### src/hw/bor_ctl_pkg.sv
// Purpose: Shared constants and types for the brown-out response slice.
// Assumes: 32-bit AHB-Lite register access, word-aligned registers.
// Notes:   Every offset, field position, reset value and count lives here.
package bor_ctl_pkg;

  // ****************************************
  // Register byte offsets
  // ****************************************
  localparam logic [11:0] OFFSET_PERIPHERAL_PINS = 12'h018;
  localparam logic [11:0] OFFSET_GPIO_PORTS      = 12'h01C;
  localparam logic [11:0] OFFSET_BOR_CONTROL     = 12'h030;
  localparam logic [11:0] OFFSET_BOR_STATUS      = 12'h060;

  // ****************************************
  // Capability values
  // ****************************************
  localparam logic [31:0] PERIPHERAL_PINS_VALUE = 32'h3F00_7FFF;
  localparam logic [31:0] GPIO_PORTS_VALUE      = 32'h0000_001F;

  // ****************************************
  // Brown-out control field layout
  // ****************************************
  localparam int          WAIT_COUNT_LSB     = 2;
  localparam int          WAIT_COUNT_WIDTH   = 14;
  localparam int          RESET_SELECT_BIT   = 1;
  localparam int          FILTER_ENABLE_BIT  = 0;
  localparam logic [13:0] WAIT_COUNT_RESET   = 14'h1FFF;
  localparam logic        RESET_SELECT_RESET = 1'b0;
  localparam logic        FILTER_ENABLE_RESET = 1'b1;
  localparam int          WAIT_COUNT_MINIMUM = 10000;
  localparam logic [31:0] BOR_CONTROL_MASK   = 32'h0000_FFFF;

  // ****************************************
  // Status register field layout
  // ****************************************
  localparam int   REPORT_ENABLE_BIT   = 0;
  localparam int   FILTER_BUSY_BIT     = 1;
  localparam int   NOISE_SEEN_BIT      = 2;
  localparam int   DETECTOR_LEVEL_BIT  = 3;
  localparam logic REPORT_ENABLE_RESET = 1'b1;

  // ****************************************
  // Bus encodings
  // ****************************************
  localparam logic [2:0] HSIZE_BYTE = 3'h0;
  localparam logic [2:0] HSIZE_HALF = 3'h1;

  // Filter sequencer states
  typedef enum logic {
    FILTER_IDLE,
    FILTER_WAIT
  } filter_state_t;

endpackage : bor_ctl_pkg

### src/hw/rise_detect.sv
// Purpose: One-cycle pulse on each rising level of a synchronous input.
// Assumes: Input is already synchronous to hclk.
// Notes:   Level output is the registered copy of the input.
`timescale 1ns/1ps

module rise_detect (
  // Clock and reset
  input  wire logic hclk,
  input  wire logic hresetn,
  // Level in, pulse out
  input  wire logic level_in,
  output logic      level_q,
  output logic      rise_pulse
);

  typedef struct packed {
    logic prev;
  } rise_state_t;

  rise_state_t state;
  rise_state_t next_state;

  // Track the previous level
  always_comb begin
    next_state      = state;
    next_state.prev = level_in;
  end

  always_ff @(posedge hclk or negedge hresetn) begin
    if (!hresetn) begin
      state <= '0;
    end else begin
      state <= next_state;
    end
  end

  assign level_q    = state.prev;
  assign rise_pulse = level_in & ~state.prev;

endmodule : rise_detect

### src/hw/wait_counter.sv
// Purpose: Counts oscillator ticks up to a limit latched at load.
// Assumes: Ticks are one-cycle pulses in the hclk domain.
// Notes:   A limit of zero raises expired two cycles after load.
`timescale 1ns/1ps

module wait_counter (
  // Clock and reset
  input  wire logic        hclk,
  input  wire logic        hresetn,
  // Control
  input  wire logic        load,
  input  wire logic [13:0] limit,
  input  wire logic        tick,
  // Result
  output logic             running,
  output logic             expired
);

  typedef struct packed {
    logic        running;
    logic        expired;
    logic [13:0] limit;
    logic [13:0] count;
  } count_state_t;

  count_state_t state;
  count_state_t next_state;

  // Load, count ticks, flag expiry once
  always_comb begin
    next_state         = state;
    next_state.expired = 1'b0;
    if (load) begin
      next_state.running = 1'b1;
      next_state.count   = '0;
      next_state.limit   = limit;
    end else if (state.running) begin
      if (state.count == state.limit) begin
        next_state.expired = 1'b1;
        next_state.running = 1'b0;
      end else if (tick) begin
        next_state.count = state.count + 14'h0001;
      end
    end
  end

  always_ff @(posedge hclk or negedge hresetn) begin
    if (!hresetn) begin
      state <= '0;
    end else begin
      state <= next_state;
    end
  end

  assign running = state.running;
  assign expired = state.expired;

endmodule : wait_counter

### src/hw/bor_response_ctl.sv
// Purpose: Capability registers and brown-out response controller.
// Assumes: AHB-Lite slave, zero wait states, word registers.
// Notes:   Detector and oscillator inputs are synchronous to hclk.
//
// Implementation choice: the AHB-Lite interface to the registers.
`timescale 1ns/1ps

module bor_response_ctl (
  // Clock and reset
  input  wire logic        hclk,
  input  wire logic        hresetn,
  // AHB-Lite slave
  input  wire logic        hsel,
  input  wire logic [31:0] haddr,
  input  wire logic [1:0]  htrans,
  input  wire logic        hwrite,
  input  wire logic [2:0]  hsize,
  input  wire logic        hready,
  input  wire logic [31:0] hwdata,
  output logic      [31:0] hrdata,
  output logic             hreadyout,
  output logic             hresp,
  // Analog and oscillator inputs
  input  wire logic        brownout_detector,
  input  wire logic        internal_oscillator,
  // Event outputs
  output logic             brownout_reset_request,
  output logic             brownout_interrupt_request
);

  // ****************************************
  // State
  // ****************************************
  typedef struct packed {
    logic [13:0]                brownout_wait_count;
    logic                       brownout_reset_select;
    logic                       brownout_filter_enable;
    logic                       report_enable;
    logic                       noise_seen;
    logic                       wr_pending;
    logic [11:0]                wr_addr;
    logic [3:0]                 wr_lanes;
    logic [31:0]                rdata;
    bor_ctl_pkg::filter_state_t fsm;
    logic                       reset_req;
    logic                       irq_req;
  } top_state_t;

  top_state_t state;
  top_state_t next_state;

  // ****************************************
  // Helper signals
  // ****************************************
  logic        addr_phase;
  logic [3:0]  addr_lanes;
  logic [31:0] lane_mask;
  logic [31:0] control_image;
  logic [31:0] status_image;
  logic [31:0] control_merged;
  logic [31:0] status_merged;
  logic [31:0] read_value;
  logic        detector_level;
  logic        detector_rise;
  logic        osc_tick;
  logic        wait_load;
  logic        wait_running;
  logic        wait_expired;
  logic        report_now;
  logic        wr_control;
  logic        wr_status;

  // ****************************************
  // Sub-blocks
  // ****************************************

  // Rising edges of the detector output
  rise_detect u_detector_edge (
    .hclk       (hclk),
    .hresetn    (hresetn),
    .level_in   (brownout_detector),
    .level_q    (detector_level),
    .rise_pulse (detector_rise)
  );

  // One tick per oscillator period
  rise_detect u_osc_edge (
    .hclk       (hclk),
    .hresetn    (hresetn),
    .level_in   (internal_oscillator),
    .level_q    (),
    .rise_pulse (osc_tick)
  );

  // Filter wait in oscillator periods
  wait_counter u_wait (
    .hclk    (hclk),
    .hresetn (hresetn),
    .load    (wait_load),
    .limit   (state.brownout_wait_count),
    .tick    (osc_tick),
    .running (wait_running),
    .expired (wait_expired)
  );

  // ****************************************
  // Bus decode
  // ****************************************

  // Valid address phase seen by this slave
  assign addr_phase = hsel & htrans[1] & hready;

  // Byte lanes from size and low address bits
  always_comb begin
    addr_lanes = 4'hF;
    if (hsize == bor_ctl_pkg::HSIZE_BYTE) begin
      addr_lanes = 4'h1 << haddr[1:0];
    end else if (hsize == bor_ctl_pkg::HSIZE_HALF) begin
      addr_lanes = haddr[1] ? 4'hC : 4'h3;
    end
  end

  // Expand captured lanes to a bit mask
  genvar lane;
  generate
    for (lane = 0; lane < 4; lane++) begin : g_lane
      assign lane_mask[lane*8 +: 8] = {8{state.wr_lanes[lane]}};
    end
  endgenerate

  // ****************************************
  // Register images
  // ****************************************

  // Control register as software sees it; bits 31..16 read zero
  always_comb begin
    control_image = '0;
    control_image[bor_ctl_pkg::WAIT_COUNT_LSB +: bor_ctl_pkg::WAIT_COUNT_WIDTH] =
      state.brownout_wait_count;
    control_image[bor_ctl_pkg::RESET_SELECT_BIT]  = state.brownout_reset_select;
    control_image[bor_ctl_pkg::FILTER_ENABLE_BIT] = state.brownout_filter_enable;
  end

  // Status register shows the sequencer and detector state
  always_comb begin
    status_image = '0;
    status_image[bor_ctl_pkg::REPORT_ENABLE_BIT]  = state.report_enable;
    status_image[bor_ctl_pkg::FILTER_BUSY_BIT]    = (state.fsm == bor_ctl_pkg::FILTER_WAIT);
    status_image[bor_ctl_pkg::NOISE_SEEN_BIT]     = state.noise_seen;
    status_image[bor_ctl_pkg::DETECTOR_LEVEL_BIT] = detector_level;
  end

  // Lane-merged write values
  assign control_merged = (control_image & ~lane_mask) | (hwdata & lane_mask);
  assign status_merged  = hwdata & lane_mask;

  // Read mux; reserved bits and unmapped addresses read zero
  always_comb begin
    case (haddr[11:0])
      bor_ctl_pkg::OFFSET_PERIPHERAL_PINS: read_value = bor_ctl_pkg::PERIPHERAL_PINS_VALUE;
      bor_ctl_pkg::OFFSET_GPIO_PORTS:      read_value = bor_ctl_pkg::GPIO_PORTS_VALUE;
      bor_ctl_pkg::OFFSET_BOR_CONTROL:     read_value = control_image & bor_ctl_pkg::BOR_CONTROL_MASK;
      bor_ctl_pkg::OFFSET_BOR_STATUS:      read_value = status_image;
      default:                             read_value = '0;
    endcase
  end

  // Data-phase write targets; capability offsets have none
  assign wr_control = state.wr_pending && (state.wr_addr == bor_ctl_pkg::OFFSET_BOR_CONTROL);
  assign wr_status  = state.wr_pending && (state.wr_addr == bor_ctl_pkg::OFFSET_BOR_STATUS);

  // ****************************************
  // Filter sequencer controls
  // ****************************************

  // Start a wait on a new assertion with filtering on
  assign wait_load = (state.fsm == bor_ctl_pkg::FILTER_IDLE) && detector_rise
                     && state.brownout_filter_enable;

  // Decide whether to raise an event this cycle
  always_comb begin
    report_now = 1'b0;
    case (state.fsm)
      bor_ctl_pkg::FILTER_IDLE: begin
        report_now = detector_rise && !state.brownout_filter_enable
                     && state.report_enable;
      end
      bor_ctl_pkg::FILTER_WAIT: begin
        report_now = wait_expired && detector_level && state.report_enable;
      end
      default: begin
        report_now = 1'b0;
      end
    endcase
  end

  // ****************************************
  // Next state
  // ****************************************
  always_comb begin
    next_state           = state;
    next_state.reset_req = 1'b0;
    next_state.irq_req   = 1'b0;

    // Address phase: capture write target or prepare read data
    next_state.wr_pending = 1'b0;
    if (addr_phase) begin
      if (hwrite) begin
        next_state.wr_pending = 1'b1;
        next_state.wr_addr    = haddr[11:0];
        next_state.wr_lanes   = addr_lanes;
      end else begin
        next_state.rdata = read_value;
      end
    end

    // Data phase: update control fields
    if (wr_control) begin
      next_state.brownout_wait_count =
        control_merged[bor_ctl_pkg::WAIT_COUNT_LSB +: bor_ctl_pkg::WAIT_COUNT_WIDTH];
      next_state.brownout_reset_select  = control_merged[bor_ctl_pkg::RESET_SELECT_BIT];
      next_state.brownout_filter_enable = control_merged[bor_ctl_pkg::FILTER_ENABLE_BIT];
    end

    // Data phase: status enable and write-one-to-clear noise flag
    if (wr_status) begin
      if (state.wr_lanes[0]) begin
        next_state.report_enable = hwdata[bor_ctl_pkg::REPORT_ENABLE_BIT];
      end
      if (status_merged[bor_ctl_pkg::NOISE_SEEN_BIT]) begin
        next_state.noise_seen = 1'b0;
      end
    end

    // Filter sequencer; assertions during a wait are ignored
    case (state.fsm)
      bor_ctl_pkg::FILTER_IDLE: begin
        if (wait_load) begin
          next_state.fsm = bor_ctl_pkg::FILTER_WAIT;
        end
      end
      bor_ctl_pkg::FILTER_WAIT: begin
        if (wait_expired) begin
          next_state.fsm = bor_ctl_pkg::FILTER_IDLE;
          if (!detector_level) begin
            next_state.noise_seen = 1'b1;
          end
        end
      end
      default: begin
        next_state.fsm = bor_ctl_pkg::FILTER_IDLE;
      end
    endcase

    // Route the event to reset or interrupt
    if (report_now) begin
      next_state.reset_req = state.brownout_reset_select;
      next_state.irq_req   = !state.brownout_reset_select;
    end
  end

  // ****************************************
  // State register
  // ****************************************
  always_ff @(posedge hclk or negedge hresetn) begin
    if (!hresetn) begin
      state                        <= '0;
      state.brownout_wait_count    <= bor_ctl_pkg::WAIT_COUNT_RESET;
      state.brownout_reset_select  <= bor_ctl_pkg::RESET_SELECT_RESET;
      state.brownout_filter_enable <= bor_ctl_pkg::FILTER_ENABLE_RESET;
      state.report_enable          <= bor_ctl_pkg::REPORT_ENABLE_RESET;
      state.fsm                    <= bor_ctl_pkg::FILTER_IDLE;
    end else begin
      state <= next_state;
    end
  end

  // ****************************************
  // Outputs
  // ****************************************

  // Zero wait states, always OKAY
  assign hreadyout = 1'b1;
  assign hresp     = 1'b0;
  assign hrdata    = state.rdata;

  // Registered one-cycle event pulses
  assign brownout_reset_request     = state.reset_req;
  assign brownout_interrupt_request = state.irq_req;

endmodule : bor_response_ctl

### config.mk
export PLATFORM = sky130hd
export DESIGN_NAME = bor_response_ctl
export DESIGN_NICKNAME = d
export VERILOG_FILES = /design/src/hw/bor_ctl_pkg.sv /design/src/hw/rise_detect.sv /design/src/hw/wait_counter.sv /design/src/hw/bor_response_ctl.sv
export SDC_FILE = /design/constraint.sdc
export NUM_CORES = 1
export LEC_CHECK = 0
export BUFFER_PORTS_ARGS = -buffer_cell sky130_fd_sc_hd__buf_2
export CORE_MARGIN = 2
export CORE_UTILIZATION = 45
export CTS_CLUSTER_DIAMETER = 100
export DETAILED_ROUTE_END_ITERATION = 7
export PLACE_DENSITY = 0.79
export SKIP_CTS_REPAIR_TIMING = 1
export SLEW_MARGIN = 20
export SYNTH_ARGS = -nofsm -noshare
export SYNTH_HDL_FRONTEND = slang
export SYNTH_SLANG_ARGS = --single-unit
### constraint.sdc
create_clock -name hclk -period 4.78 [get_ports hclk]
set_clock_uncertainty 0.05 [all_clocks]
set_input_delay 0 -clock hclk [delete_from_list [all_inputs] [get_ports hclk]]
set_output_delay 0 -clock hclk [all_outputs]
set_load 0.02 [all_outputs]
# Word-level counts from Yosys, hierarchy flattened
# Index checks and enable logic that the tools add are counted.
# totals
reg_bits,102
in_bits,76
output_inout_bits,36
wordCells,83
# classes
addsub,1
eq_ne,9
shifts,1
mux,25
bitwise,12
reduce_logical,17
# op_table
operator,n
$pmux 30 s4,1
$mux 14,4
$mux 49,1
$and 16x16->16,2
$mux 32,1
$eq 12x5->1 const B,2
$eq 12x6->1 const B,2
$eq 12x7->1 const B,2
$mux 17,1
$not 16->16,1
$or 16x16->16,1
$add 14x1->14 const B,1
$eq 14x14->1,1
$mux 4,3
$mux 1,9
$logic_and 1x1->1,8
$mux 2,3
$reduce_and 2->1,3
$and 1x1->1,4
$not 1->1,4
$pmux 1 s2,2
$reduce_bool 2->1,2
$shl 1x2->4 const A,1
$eq 3x1->1 const B,1
other kinds (4),5

# Logic depth before layout (Yosys ltp)
# logic_depth
depth_word,6
mapped_depth,8
ltp_nobuf,5

# Hierarchy
# Synthesis repeated with hierarchy kept, for this count alone.
# unflattened
cells_unflattened,414
hier_area_um2,4415.5
# modules_own_cells
mod,n_inst,cells_each,area_each_um2,seq_area_each_um2
bor_response_ctl,1,264,2680.1,1345.0
wait_counter,1,146,1657.8,750.7
rise_detect,2,2,38.8,25.0

# Least setup slack after synthesis
# OpenSTA, ideal clock, no wires.
# synth_timing
kind,reg2reg
start,reg u_wait.state[3] (netlist name)
end,reg u_wait.state[1] (netlist name)
setup_time_ns,0.078
t_arrival_ns,1.643
required_time_ns,4.652
slack_ns,3.009
path_stages_with_launch,9
path_buffers,3
period_less_slack_ns,1.771
path_cell_list,dfrtp_1 xor2_1 nor4_1 and4_1 buf_6 buf_6 buf_6 o21ai_0 a21oi_1
# synth_between
elab_chain_len,3
# synth_rtl
element,line_no,rtl
"start, declared",wait_counter.sv:26,count_state_t state;
"start signal, assigned",wait_counter.sv:51,state <= next_state;
$eq 14x14->1,wait_counter.sv:38,if (state.count == state.limit) begin
$ne 2x1->1 (no line),n/a,
$reduce_and 3->1 (no line),n/a,
# Every way passes these cells.
# A chain may end at the register's enable or synchronous reset.

# Final worst setup path
# layout_timing
start,reg u_wait.state[0] (netlist name)
end,reg u_wait.state[9] (netlist name)
# layout_between
elab_chain_len,5
word_cells_on_any_way,8
classes_between,add/sub (1); eq/ne (2); mux (4); reduce/logical (1)
# layout_rtl
element,line_no,rtl
$add 14x1->14,wait_counter.sv:42,next_state.count = state.count + 14'h0001;
$mux 14,wait_counter.sv:41,end else if (tick) begin
$mux 14,wait_counter.sv:38,
$mux 14,wait_counter.sv:37,end else if (state.running) begin
$mux 14,wait_counter.sv:33,if (load) begin
# Several ways; a longest one is shown, not always the timed one. The select of a mux whose other input is x is not followed.

==> flow_summary.json <==
{
  "run_status": "finished, final reports clean",
  "worstHoldPathCells": 4,
  "synth_top_area_cell": "dfrtp_1",
  "synth_top_area_share_pct": 43.4,
  "std_cell_rows": 34,
  "hold_viol": 0,
  "maxSlewViolCount": 0,
  "grt_util_met2_pct": 29.3,
  "end_kind": "flop",
  "power_mw": 1.63,
  "fp.dieW_um": 98.7,
  "cp_num_buf_inv": 0,
  "ys_seq_area_share_pct": 53.1,
  "layout.nets": 563,
  "worst_pin_slew_ps": 1030,
  "routed_via_density": 5.36,
  "syn_area_um2": 4040,
  "power.leakage_nw": 2.36,
  "fin_cells": 598,
  "grt_pass1_wl_mm": 14.0,
  "final_antenna_net_count": 0,
  "yosysMostFrequentCell": "nand2_1",
  "overflow": 0,
  "finalCriticalPeriod_ps": 2300,
  "r2r_cells": 5,
  "place_area_um2": 4180,
  "synth_seq_cells": 85,
  "rsz0062_at_grt": "false",
  "top_usage_layer": "met2",
  "clkTransAtPathRegs_ps": 90,
  "area_growth_pct": 16.0,
  "portBuffers": 62,
  "numCtsBuffers": 9,
  "met1_usage_pct": 24.0,
  "dp.final_hpwl_mm": 5.94,
  "drt-initial-drc-count": 198,
  "coreArea_um2": 8720,
  "start_util_pct": 46.3,
  "clockBufferDepth": 2,
  "crit_slowest_cell": "and4_1",
  "cap_violations": 0,
  "design_area_um2": 4680,
  "die_area_um2": 9750,
  "ios": 112,
  "synthTopCellsByCount": "108 x nand2_1, 70 x dfrtp_1, 34 x buf_4, 29 x nand3_1, 19 x nor2_1",
  "async_flop_share_pct": 100,
  "syn_inst": 422,
  "num_vias": 3207,
  "synth_ff_type": "dfrtp_1",
  "synth_edf_count": 0,
  "diodes": 0,
  "slew-limit-headroom_pct": 31.1,
  "arrival_ps": 2430,
  "syn_avg_cell_area_um2": 9.57,
  "path_depth": 5,
  "cpLargestDelayFamily": "simple AND/OR/NAND/NOR gates",
  "wl_mm": 9.17,
  "criticalPathCategory": "reg -> reg",
  "die_h_um": 98.7,
  "drive_gt1_share_pct": 23.3,
  "worstPathMaxFanout": 26,
  "grt_pass1_vias": 3025,
  "grt_start_max_net_pins": 86,
  "max-vdd-ir-drop_v": 0.000232,
  "grt.total_usage_pct": 17.9,
  "fmax_mhz": 435,
  "use_met3_pct": 3.69,
  "clkSinkCount": 85,
  "setup_violations": 0,
  "gp_congestion": 0.810,
  "insertion_delay_ps": 350,
  "hp-class": "in -> reg",
  "critPathMaxStageDelay_ps": 740,
  "fin_crit_sh_pct": 48.1,
  "antenna_found_initial": 0,
  "cts_max_level": 3,
  "wl_per_cell_um": 15.3,
  "ys_types": 38,
  "ys_top_cells_by_area": "dfrtp_1 43%, nand2_1 10%, dfstp_2 9.8%, buf_4 6.3%, mux2_2 4.7%",
  "drc": 0,
  "clock-root-buffer": "clkbuf_8",
  "finalSetupTns_ps": 0,
  "power-per-cell-area_nw_per_um2": 347,
  "worstSetupStartpointType": "flop",
  "required_ps": 4910,
  "cp_cell_sequence": "xor2_1 > nor4_1 > and4_1 > or4_1 > a21oi_1",
  "place_inst": 552,
  "cts_tree": "yes",
  "firstDrtPassIters": 4,
  "yosysWarnings": 0
}
power by group:
| group | total (mW) | internal [mW] | switching [mW] | leakage [nW] |
|---|---|---|---|---|
| clock | 0.480 | 0.237 | 0.243 | 0.0959 |
| combinational | 0.275 | 0.106 | 0.169 | 1.18 |
| sequential | 0.870 | 0.802 | 0.0679 | 1.07 |
cell families (layout without fill, tap and decap cells):
group / count (synthesis) / count (layout) / synth area share [%]
multiplexers: 17 / 17 / 4.74
adder cells (fa/ha/maj): 1 / 1 / 0.310
AND/OR/NAND/NOR: 199 / 199 / 22.8
other: 2 / 12 / 0.186
AO/OA/AOI/OAI: 46 / 46 / 6.60
buffers and inverters: 58 / 116 / 9.14
XOR/XNOR: 14 / 14 / 3.04
flip-flops: 85 / 85 / 53.1
per-layer routing:
layer / up-vias / part of all wire, %
met1: 1555 / 42
met4: 0 / 2.4
met5: - / 0
met2: 119 / 50
met3: 19 / 5.7
li1: 1514 / -
stage by stage:
stage               setup WS [ps]  utilization [%]  hold slack, ps
floorplan                    3010                -            -346
global placement             2620             48.0            91.5
detailed placement           2520             48.0            95.0
CTS                          2480             50.1            -281
global route                 2200             53.7            26.2
finish                       2480             53.7            15.3
cell usage in the layout (no fill, tap or decap), types with 2 or more instances in the layout:
cell type      netlist  layout
nand4_1              8       8
buf_2                1      61
or4_1                8       8
or2_2                2       2
nand3_1             29      29
nor4b_1              3       3
clkinv_2             0       3
o211ai_1             2       2
nor3_1               3       3
and4_1               3       3
clkbuf_8             0       9
dlygate4sd3_1        0      31
o21ai_0             14      14
nand2_1            108     108
conb_1               2      12
mux2_2              17      17
a21oi_1             17      17
xor2_1              14      14
dfstp_2             15      15
nor4_1               5       5
inv_1                8       8
o31ai_1              5       5
dfrtp_1             70      70
nor2_1              19      17
a22oi_1              4       4
nand4b_1             2       2
nor2_2               0       2
or3_1                4       4
layout make-up:
| type | count | area, um^2 |
|---|---|---|
| multi-input combinational | 289 | 1570 |
| sequential | 85 | 2150 |
| clock buffer | 10 | 128 |
| clock inverter | 5 | 53.8 |
| timing repair buffer | 93 | 627 |
| fill | 767 | 4040 |
| tap | 108 | 135 |
| inverter | 8 | 30.0 |
worst min-delay path: stages:
cell and delay, ps:
buf_2 80, a211oi_1 50, a21oi_1 140, a21o_1 100
final timing paths:
kind / from / endpoint / slack (ps)
hold reg to reg: hrdata[15] / hrdata[15] / 420
setup reg to reg: u_wait.state[0] / u_wait.state[9] / 2480
hold / removal: hsize[2] / lane_mask[8] / 20
setup / recovery: u_wait.state[0] / u_wait.state[9] / 2480
max in group asynchronous: hresetn / state[40] / 3950
min in group asynchronous: hresetn / u_osc_edge.level_q / 210
Note: power is estimated with default switching activity, not from simulation.
